==> src/hw/dpt_map.svh <==
// register offsets, field positions, reset values and rule summary for the dual down timer
// What this block does
// - run change takes effect at clock fall
// - stop write allows one more count
// - run bit reads 1 until halted
// - sleep holds count, resumes after
// - cascade: channel 0 borrow feeds channel 1
// - channel 0 read never latches channel 1
`ifndef DPT_MAP_SVH
`define DPT_MAP_SVH
// ****************************************
// register offsets
// ****************************************
`define DPT_ADDR_W 4
`define DPT_OFF_CTRL 4'h0
`define DPT_OFF_CNT0 4'h1
`define DPT_OFF_CNT1 4'h2
`define DPT_OFF_RLD0 4'h3
`define DPT_OFF_RLD1 4'h4
// ****************************************
// control register fields
// ****************************************
`define DPT_CTRL_RUN0 0
`define DPT_CTRL_RUN1 1
`define DPT_CTRL_OUTEN0 2
`define DPT_CTRL_OUTEN1 3
`define DPT_CTRL_CASCADE 4
// ****************************************
// reset values
// ****************************************
`define DPT_CNT_RST 8'h00
`define DPT_RLD_RST 8'h00
`endif

==> src/hw/dpt_pkg.sv <==
// types shared by the dual down timer
package dpt_pkg;
	typedef logic [7:0] dpt_byte_t;
	typedef struct packed
	{
		logic casc;
		logic out_en1;
		logic out_en0;
	} dpt_cfg_s;
endpackage

==> src/hw/dpt_timer.sv <==
// dual 8-bit down timer with 16-bit cascade mode
`timescale 1ns/1ps
`default_nettype none
`include "dpt_map.svh"
module dpt_timer
(
	input wire logic mclk_i,
	input wire logic resetn_i,
	input wire logic [1:0] cnt_clk_i,
	input wire logic sleep_i,
	input wire logic [`DPT_ADDR_W-1:0] addr_i,
	input wire logic [7:0] wdata_i,
	input wire logic wr_i,
	input wire logic rd_i,
	output logic [7:0] rdata_o,
	output logic [1:0] underflow_o,
	output logic [1:0] timer_clock_output_o
);
	// ****************************************
	// state
	// ****************************************
	dpt_pkg::dpt_byte_t cnt_reg [2];
	dpt_pkg::dpt_byte_t cnt_next [2];
	dpt_pkg::dpt_byte_t rld_reg [2];
	dpt_pkg::dpt_byte_t rld_next [2];
	logic [1:0] req_reg, req_next;
	logic [1:0] run_reg, run_next;
	logic [1:0] clk_d_reg;
	logic [1:0] uf_reg, uf_next;
	logic [1:0] timer_clock_output_reg, timer_clock_output_next;
	dpt_pkg::dpt_cfg_s cfg_reg, cfg_next;
	logic [7:0] rdata_reg, rdata_next;
	logic [1:0] fall;
	logic [1:0] step;
	logic borrow0;
	logic [1:0] clk_d_next;

	// ****************************************
	// count clock edge detect
	// ****************************************
	// delayed copy resets low: no false fall after reset
	assign clk_d_next = cnt_clk_i;
	assign fall = clk_d_reg & ~cnt_clk_i;

	// ****************************************
	// per channel count enable and clock output
	// ****************************************
	// ch0 borrow: a step taken from zero
	assign borrow0 = step[0] && (cnt_reg[0] == 8'h00);

	genvar ch;
	generate
		for (ch = 0; ch < 2; ch++)
		begin : g_chan
			logic src_edge;
			logic out_en;

			// ch1 follows the ch0 borrow in cascade
			if (ch == 0)
			begin : g_low
				assign src_edge = fall[0];
				assign out_en = cfg_reg.out_en0;
			end
			else
			begin : g_high
				assign src_edge = cfg_reg.casc ? borrow0 : fall[1];
				assign out_en = cfg_reg.out_en1;
			end

			// sleep freezes the count
			assign step[ch] = src_edge && run_reg[ch] && !sleep_i;
			assign timer_clock_output_o[ch] = timer_clock_output_reg[ch] & out_en;
		end
	endgenerate

	// ****************************************
	// next state
	// ****************************************
	always_comb
	begin
		cnt_next = cnt_reg;
		rld_next = rld_reg;
		req_next = req_reg;
		run_next = run_reg;
		uf_next = 2'h0;
		timer_clock_output_next = timer_clock_output_reg;
		cfg_next = cfg_reg;

		// ****************************************
		// counting, reload and run transitions
		// ****************************************
		// reload and underflow pulse at zero
		for (int i = 0; i < 2; i++)
		begin
			if (step[i])
			begin
				if (cnt_reg[i] == 8'h00)
				begin
					cnt_next[i] = rld_reg[i];
					uf_next[i] = 1'b1;
					timer_clock_output_next[i] = ~timer_clock_output_reg[i];
				end
				else
					cnt_next[i] = cnt_reg[i] - 8'h01;
			end
			// stop at a fall still counts once, since step used old run
			if (fall[i] && !sleep_i)
				run_next[i] = req_reg[i];
		end

		// ****************************************
		// control and reload writes
		// ****************************************
		// run requests wait for the next fall
		if (wr_i)
		begin
			unique case (addr_i)
				`DPT_OFF_CTRL:
				begin
					req_next[0] = wdata_i[`DPT_CTRL_RUN0];
					req_next[1] = wdata_i[`DPT_CTRL_RUN1];
					cfg_next.out_en0 = wdata_i[`DPT_CTRL_OUTEN0];
					cfg_next.out_en1 = wdata_i[`DPT_CTRL_OUTEN1];
					cfg_next.casc = wdata_i[`DPT_CTRL_CASCADE];
				end
				`DPT_OFF_RLD0: rld_next[0] = wdata_i;
				`DPT_OFF_RLD1: rld_next[1] = wdata_i;
				default: ;
			endcase
		end
	end

	// ****************************************
	// read path
	// ****************************************
	// registered: data stands the cycle after the strobe
	always_comb
	begin
		rdata_next = 8'h00;
		if (rd_i)
		begin
			unique case (addr_i)
				`DPT_OFF_CTRL:
				begin
					rdata_next[`DPT_CTRL_RUN0] = req_reg[0] | run_reg[0];
					rdata_next[`DPT_CTRL_RUN1] = req_reg[1] | run_reg[1];
					rdata_next[`DPT_CTRL_OUTEN0] = cfg_reg.out_en0;
					rdata_next[`DPT_CTRL_OUTEN1] = cfg_reg.out_en1;
					rdata_next[`DPT_CTRL_CASCADE] = cfg_reg.casc;
				end
				`DPT_OFF_CNT0: rdata_next = cnt_reg[0];
				`DPT_OFF_CNT1: rdata_next = cnt_reg[1];
				`DPT_OFF_RLD0: rdata_next = rld_reg[0];
				`DPT_OFF_RLD1: rdata_next = rld_reg[1];
				default: rdata_next = 8'h00;
			endcase
		end
	end

	// ****************************************
	// registers
	// ****************************************
	always_ff @(posedge mclk_i)
	begin
		if (!resetn_i)
		begin
			cnt_reg[0] <= `DPT_CNT_RST;
			cnt_reg[1] <= `DPT_CNT_RST;
			rld_reg[0] <= `DPT_RLD_RST;
			rld_reg[1] <= `DPT_RLD_RST;
			req_reg <= 2'h0;
			run_reg <= 2'h0;
			clk_d_reg <= 2'h0;
			uf_reg <= 2'h0;
			timer_clock_output_reg <= 2'h0;
			cfg_reg <= '0;
			rdata_reg <= 8'h00;
		end
		else
		begin
			cnt_reg <= cnt_next;
			rld_reg <= rld_next;
			req_reg <= req_next;
			run_reg <= run_next;
			clk_d_reg <= clk_d_next;
			uf_reg <= uf_next;
			timer_clock_output_reg <= timer_clock_output_next;
			cfg_reg <= cfg_next;
			rdata_reg <= rdata_next;
		end
	end


	// ****************************************
	// outputs
	// ****************************************
	assign rdata_o = rdata_reg;
	assign underflow_o = uf_reg;

endmodule
`default_nettype wire

==> config.mk <==
export PLATFORM = sky130hd
export DESIGN_NAME = dpt_timer
export DESIGN_NICKNAME = d
export VERILOG_FILES = /design/src/hw/dpt_pkg.sv /design/src/hw/dpt_timer.sv
export VERILOG_INCLUDE_DIRS = /design/src /design/src/hw
export SDC_FILE = /design/constraint.sdc
export NUM_CORES = 1
export LEC_CHECK = 0
export BUFFER_PORTS_ARGS = -buffer_cell sky130_fd_sc_hd__buf_2
export CAP_MARGIN = 0
export CELL_PAD_IN_SITES_DETAIL_PLACEMENT = 1
export CELL_PAD_IN_SITES_GLOBAL_PLACEMENT = 2
export CORE_UTILIZATION = 23
export CTS_CLUSTER_DIAMETER = 40
export DETAILED_ROUTE_END_ITERATION = 7
export PLACE_DENSITY = 0.66
export SLEW_MARGIN = 20
export SYNTH_ARGS = -nofsm -noshare
export SYNTH_HDL_FRONTEND = slang
export SYNTH_SLANG_ARGS = --single-unit
==> constraint.sdc <==
create_clock -name mclk_i -period 1.9 [get_ports mclk_i]
set_input_delay 0.095 -clock mclk_i [delete_from_list [all_inputs] [get_ports mclk_i]]
set_output_delay 0.095 -clock mclk_i [all_outputs]
set_load 0.1 [all_outputs]
==> results of run 1 <==
## repair_timing
action	4_1_cts	5_1_grt
setup buffers	0	1
resized for setup	3	21
hold endpoints to repair	1	0
endpoints found under the setup margin	8	10
hold buffers	1	0
gates cloned	1	0
pin swaps	3	8
## routing by layer
metal  vias to the layer above  GRT usage, %  wire (um)
li1                       1248             -          -
met1                      1240         21.92       4139
met2                        47         26.82       4138
met3                         8         2.918        278
met4                         0         4.599        133
met5                         -             0          0
## how the worst max path moves through the flow
stage | to | slack (ns) | depth (start not counted)
2_1_floorplan | cnt_reg[0] | 0.001 | 8
3_3_place_gp | cnt_reg[0] | -0.03 | 8
3_5_place_dp | cnt_reg[0] | -0.09 | 8
4_1_cts | cnt_reg[4] | 0.02 | 7
5_1_grt | cnt_reg[5] | -0.03 | 7
6_report | cnt_reg[5] | 0.07 | 7
## cell usage in the layout, fill, tap and decap left out, types with 3 or more instances in the layout
cell      instances
and2_1            5
inv_1             8
buf_2            30
nor3_1            9
nand2b_1          3
nand3_1          22
nor2_1           13
or3_1             5
clkbuf_8          6
dfxtp_1          48
o21ai_0           4
a21oi_1          43
a31oi_1           3
a211oi_1          3
buf_4            30
o21ai_1           6
a21oi_2           4
a222oi_1          6
a22oi_1           5
dfxtp_2           5
a21o_1            3
nand2_1          50
## cell type report
| type | count | area share, % |
|---|---|---|
| clock inverter | 1 | 0.9094 |
| sequential | 53 | 32.32 |
| tap | 136 | 5.153 |
| inverter | 10 | 1.137 |
| timing repair buffer | 64 | 13.22 |
| clock buffer | 7 | 2.615 |
| multi-input combinational | 232 | 44.64 |
## logic make-up (layout without fill, tap and decap cells)
| logic type | count (synthesis) | after routing | synth area share, % |
|---|---|---|---|
| buffers and inverters | 26 | 82 | 4.002 |
| xor gates and xnor gates | 2 | 2 | 0.6918 |
| adders and majority gates | 4 | 4 | 1.976 |
| muxes | 5 | 5 | 2.124 |
| AOI/OAI and AO/OA | 91 | 92 | 23.02 |
| DFF | 53 | 53 | 41.90 |
| and+or+nand+nor | 129 | 129 | 26.29 |
## per-stage QoR
stage | power (W) | instances
after floorplan | 0.001200 | 310
after global placement | 0.001269 | 492
after detailed placement | 0.001271 | 492
after CTS | 0.002117 | 502
after global routing | 0.002176 | 503
final | 0.002087 | 503
## power groups by stage
stage | combinational (W) | sequential [W] | clock, W
after floorplan | 0.0000519 | 0.00115 | 0
after global placement | 0.000119 | 0.00115 | 0
after detailed placement | 0.000121 | 0.00115 | 0
after CTS | 0.000125 | 0.00112 | 0.000867
after global routing | 0.000136 | 0.00113 | 0.000914
final | 0.000125 | 0.00112 | 0.000838
==> results.ini, run 1 <==
[outcome]
status = finished clean

[worst_hold_path]
min_path_type = primary input to flip-flop
worstHoldStart = cnt_clk_i[0]
whs_path_depth = 2
hold_path_end = clk_d_reg[0]

[synthesis]
yosys.area.top_type = dfxtp_1
async_flop_share_pct = 0
synth_cells = 310
synth.avg_cell_area_um2 = 8.169
synth.top_cells.by_count = dfxtp_1 (53), nand2_1 (50), a21oi_1 (47)
ys_top_cells_by_area = dfxtp_1 (42%), a21oi_1 (9.3%), nand2_1 (7.4%), nand3_1 (4.3%), a222oi_1 (2.4%)
synth_most_common_cell = dfxtp_1
synth-edff-count = 0
seq_area_frac_synth_pct = 41.90
synth_top_area_share_pct = 41.90
synth_cell_types = 47
yosys_warnings = 0
yosys_most_used_dff = dfxtp_1
netlist_area_mm2 = 0.002532
ys_seq_elements = 53
syn-num-nets = 333

[floorplan]
io_pins = 31
start_util_pct = 24.10
placeableCoreArea_mm2 = 0.01051
fp.dieW_um = 106.9
die_y_um = 106.9
core.rowCount = 37
dieArea_mm2 = 0.01143

[setup_path]
rrSetupSlack_ns = 0.07
reg2regPathDepth = 7
worstSetupPathType = flip-flop to flip-flop
r2r-start = cnt_reg[9]
slowest_delay_ns = 0.45
cp_cell_sequence = inv_2 > ha_4 > nor3b_4 > and3_4 > a41oi_4 > or4_4 > a21oi_2
cp_top_family = simple AND/OR/NAND/NOR gates
crit_buf_inv = 1
worst_r2r_endpoint = cnt_reg[5]
crit_path_top_delay_cell = or4_4
startpoint = cnt_reg[9]
critPathCaptureType = flip-flop
startpoint_type = flip-flop
cp_data_arrival_time_ns = 2.09
worstPathMaxFanout = 5
critical_path_required_ns = 2.16

[routing]
drt_pass1_iterations = 4
via_count = 2543
wl_per_cell_um = 17.28
drt_wl_total_um = 8690
drc = 0
routed_via_density = 5.056
ant_nets = 0
drtIter0Drc = 117

[timing]
period_share_pct = 96.55
fin_tns_setup_ns = 0
worst_hold_slack_ns = 0.03973
min_period_ns = 1.834
slew_viol_final = 0
hold_violations = 0
finalSetupViolations = 0
fin_skew_ns = 0.007704
fin_ws_ns = 0.06558
rsz0062_at_grt = yes
fmax_mhz = 545.1
tightest_slew_ns = 0.6565
slew_headroom_pct = 55.90

[layout]
multi_input_area_mm2 = 0.001474
fillCellCount = 1282
nets = 389
regArea_mm2 = 0.001067
area_growth_syn_to_layout_pct = 30.39
antenna_cells = 0
postLayoutCoreUtil_pct = 31.42
drive_above_1_share_pct = 26.16
stdcell_area_mm2 = 0.003302

[power_and_ir_drop]
clock_power_share_pct = 40.1
leakage_nw = 1.153
peakVddDrop_uv = 330.0
sw_frac_of_total_pct = 23.71
switchingPower_w = 0.0004949
powerDensity_mw_per_mm2 = 632.2
internal-power_w = 0.001593
pwr-share-comb_pct = 6.0
seqPwrFrac_pct = 53.9

[clock_tree]
clock_sinks = 53
htree_num_levels = 2
cts_tree = yes
clock_latency_ns = 0.32
clkSlewWorstSetupHoldPaths_ns = 0.10
ctsLongestPathBuffers = 2
cts_root_buffer = clkbuf_8
cts_made_buffers = 5

[global_route]
grt.total_usage_pct = 16.36
grt_max_degree = 42
grt_pass1_vias = 2639
grt_overflow_total = 0
grt_antenna_before_repair = 0
grt_pass1_wl_um = 14230

[placement]
io_buffers = 30
place_congestion = 0.7579
placed_area_mm2 = 0.003065
dpl_worst_slack_ns = -0.09136
dpl.hpwl_um = 6242

[run]
cap_violations = 0

Power figures use the tool's default switching activity.
==> inputs of run 2 (changes only) <==
ABC_AREA = 1   (was not set)
HOLD_SLACK_MARGIN = 0.05   (was not set)
PLACE_DENSITY = 0.68   (was 0.66)
SKIP_LAST_GASP = 1   (was not set)
==> run 2 against run 1 <==
Against the previous run:
- clock power increased by 44%
- final cell count increased by 9.9%
- clock skew increased by 0.0017 ns
- largest cell class unchanged
==> results.ini, run 2 <==
[outcome]
status = finished clean

[synthesis]
yosys_most_used_dff = dfxtp_1
async_flop_share_pct = 0  ; unchanged
synth.avg_cell_area_um2 = 7.040  ; -14%
yosys_warnings = 0  ; unchanged
ys_top_cells_by_area = dfxtp_1 (41%), nand2_1 (9.3%), o21ai_0 (8.2%), a21oi_1 (8.0%), inv_1 (7.9%)
synth_cell_types = 29  ; -38%
syn-num-nets = 395  ; +19%
netlist_area_mm2 = 0.002619  ; +3.4%
ys_seq_elements = 53  ; unchanged
synth_top_area_share_pct = 40.52  ; -1.4 points
synth_cells = 372  ; +20%
yosys.area.top_type = dfxtp_1
synth-edff-count = 0  ; unchanged
seq_area_frac_synth_pct = 40.52  ; -1.4 points
synth_most_common_cell = nand2_1
synth.top_cells.by_count = nand2_1 (65), inv_1 (55), dfxtp_1 (53)

[placement]
dpl.hpwl_um = 6552  ; +5.0%
dp.cells = 543  ; +10%
placed_area_mm2 = 0.002977  ; -2.9%
io_buffers = 30  ; unchanged
place_congestion = 0.7947  ; +4.9%

[floorplan]
die_y_um = 108.7  ; +1.7%
placeableCoreArea_mm2 = 0.01098  ; +4.5%
core.rowCount = 38  ; +2.7%
dieArea_mm2 = 0.01182  ; +3.3%
start_util_pct = 23.84  ; -0.25 points
fp.dieW_um = 108.7  ; +1.7%
io_pins = 31  ; unchanged

[setup_path]
rrSetupSlack_ns = 0.30  ; +0.23 ns
worstPathMaxFanout = 10  ; +5
worst_r2r_endpoint = cnt_reg[11]
critPathCaptureType = flip-flop
critical_path_required_ns = 2.13  ; -0.03 ns
worstSetupPathType = flip-flop to flip-flop
r2r-start = cnt_reg[8]
cp_data_arrival_time_ns = 1.83  ; -0.26 ns
startpoint_type = flip-flop
reg2regPathDepth = 8  ; +1

[layout]
area_growth_syn_to_layout_pct = 21.83
fillCellCount = 1351  ; +5.4%
drive_above_1_share_pct = 15.01  ; -11 points
stdcell_area_mm2 = 0.003191  ; -3.4%
layout_commonest_cell = nand2_1
nets = 435  ; +12%
instances_no_fill = 553  ; +9.9%
layout_common_cells = nand2_1 (65), inv_1 (55), dfxtp_1 (53)
antenna_cells = 0  ; unchanged

[routing]
drt_wl_total_um = 8363  ; -3.8%
routed_via_density = 4.541  ; -10%
via_count = 2511  ; -1.3%
drtIter0Drc = 118  ; +0.85%
wl_per_cell_um = 15.12  ; -12%
drt_pass1_iterations = 4  ; unchanged
ant_nets = 0  ; unchanged
drc = 0  ; unchanged

[power_and_ir_drop]
clock_power_share_pct = 48.7  ; +8.6 points
internal-power_w = 0.001930  ; +21%
switchingPower_w = 0.0005443  ; +10%
powerDensity_mw_per_mm2 = 775.5  ; +23%
seqPwrFrac_pct = 45.6  ; -8.3 points
pwr-share-comb_pct = 5.6  ; -0.4 points
leakage_nw = 1.334  ; +16%
sw_frac_of_total_pct = 22.00  ; -1.7 points
p_total_w = 0.002474  ; +19%
peakVddDrop_uv = 283.8  ; -14%

[timing]
fmax_mhz = 625.2  ; +15%
fin_skew_ns = 0.009449  ; +0.001745 ns
slew_viol_final = 0  ; unchanged
tightest_slew_ns = 0.6541  ; -0.002389 ns
finalSetupViolations = 0  ; unchanged
hold_violations = 0  ; unchanged
slew_headroom_pct = 56.35  ; +0.45 points
fin_tns_setup_ns = 0  ; unchanged
rsz0062_at_grt = no
period_share_pct = 84.18  ; -12 points
min_period_ns = 1.599  ; -0.2350 ns

[worst_hold_path]
worstHoldStart = wdata_i[4]
hold_path_end = cfg_reg[2]
min_path_type = primary input to flip-flop
whs_path_depth = 3  ; +1

[clock_tree]
cts_tree = yes
postCtsSetupBuffers = 0  ; unchanged
cts_made_buffers = 5  ; unchanged
htree_num_levels = 2  ; unchanged
clock_sinks = 53  ; unchanged
clock_latency_ns = 0.30  ; -0.02 ns
cts_root_buffer = clkbuf_16
clkSlewWorstSetupHoldPaths_ns = 0.08  ; -0.02 ns
ctsLongestPathBuffers = 2  ; unchanged

[run]
cap_violations = 0  ; unchanged

[global_route]
grt_antenna_before_repair = 1  ; +1
grt_pass1_wl_um = 13510  ; -5.1%
grt.total_usage_pct = 15.22  ; -1.1 points
grt_pass1_vias = 2600  ; -1.5%
grt_overflow_total = 0  ; unchanged
grt_max_degree = 26  ; -38%

-- run 2: how the worst max path moves through the flow --
| stage | cells after the start | start | end | slack, ns |
|---|---|---|---|---|
| 2_1_floorplan | 9 | cnt_reg[8] | cnt_reg[0] | 0.53 |
| 3_3_place_gp | 8 | cnt_reg[9] | cnt_reg[11] | 0.34 |
| 3_5_place_dp | 8 | cnt_reg[8] | cnt_reg[11] | 0.32 |
| 4_1_cts | 8 | cnt_reg[8] | cnt_reg[11] | 0.29 |
| 5_1_grt | 11 | cnt_clk_i[0] | cnt_reg[12] | 0.15 |
| 6_report | 8 | cnt_reg[8] | cnt_reg[11] | 0.30 |
-- run 2: metrics by stage --
step | util, % | setup slack [ns] | hold WS [ns]
after floorplan | - | 0.5335 | 0.1885
after global placement | 27.10 | 0.3383 | 0.2872
after detailed placement | 27.10 | 0.3230 | 0.3023
after CTS | 29.05 | 0.2912 | 0.08740
after global routing | 29.05 | 0.1491 | 0.1042
final | 29.05 | 0.3006 | 0.08589
-- run 2: per-layer routing --
| metal | vias to the layer above | track usage (%) | wire length [um] |
|---|---|---|---|
| met5 | - | 0 | 12 |
| met4 | 2 | 2.992 | 68 |
| met3 | 12 | 2.929 | 216 |
| met2 | 34 | 25.86 | 3882 |
| met1 | 1177 | 20.00 | 4182 |
| li1 | 1286 | - | - |
-- run 2: final cells by class --
cell class                 instances  area [um^2]  area share (%)
sequential                        53         1061           33.25
clock buffer                       5        125.1           3.922
tap                              140        175.2           5.490
multi-input combinational        252         1281           40.16
clock inverter                     3        68.82           2.157
inverter                          57        226.5           7.098
timing repair buffer              43        252.7           7.922
-- run 2: power by group through the flow --
stage                     combinational, W  clock, W  sequential (W)
after global routing              0.000157   0.00127         0.00113
after CTS                         0.000142   0.00123         0.00113
after detailed placement          0.000138         0         0.00116
after floorplan                  0.0000704         0         0.00116
final                             0.000140   0.00121         0.00113
after global placement            0.000136         0         0.00116
-- run 2: what timing repair did --
action / CTS / global route
hold buffers: 2 / 0
gates resized for setup: 0 / 0
endpoints found under the hold margin: 2 / 0
-- run 2: critical path, stage by stage, from the launching register on --
cell and delay [ns]:
dfxtp_1 0.33, inv_1 0.12, ha_1 0.18, nand2_2 0.09, nor2_8 0.21, inv_1 0.17
o21ai_0 0.14, o211ai_1 0.16, a21oi_1 0.14
-- run 2: kinds of logic after synthesis --
group | after synthesis | share of synthesized area, %
flip-flops | 53 | 40.52
AO/OA/AOI/OAI | 103 | 20.69
buffers and inverters | 67 | 10.56
AND/OR/NAND/NOR | 141 | 24.99
XOR/XNOR | 4 | 1.338
adder cells (fa/ha/maj) | 4 | 1.911
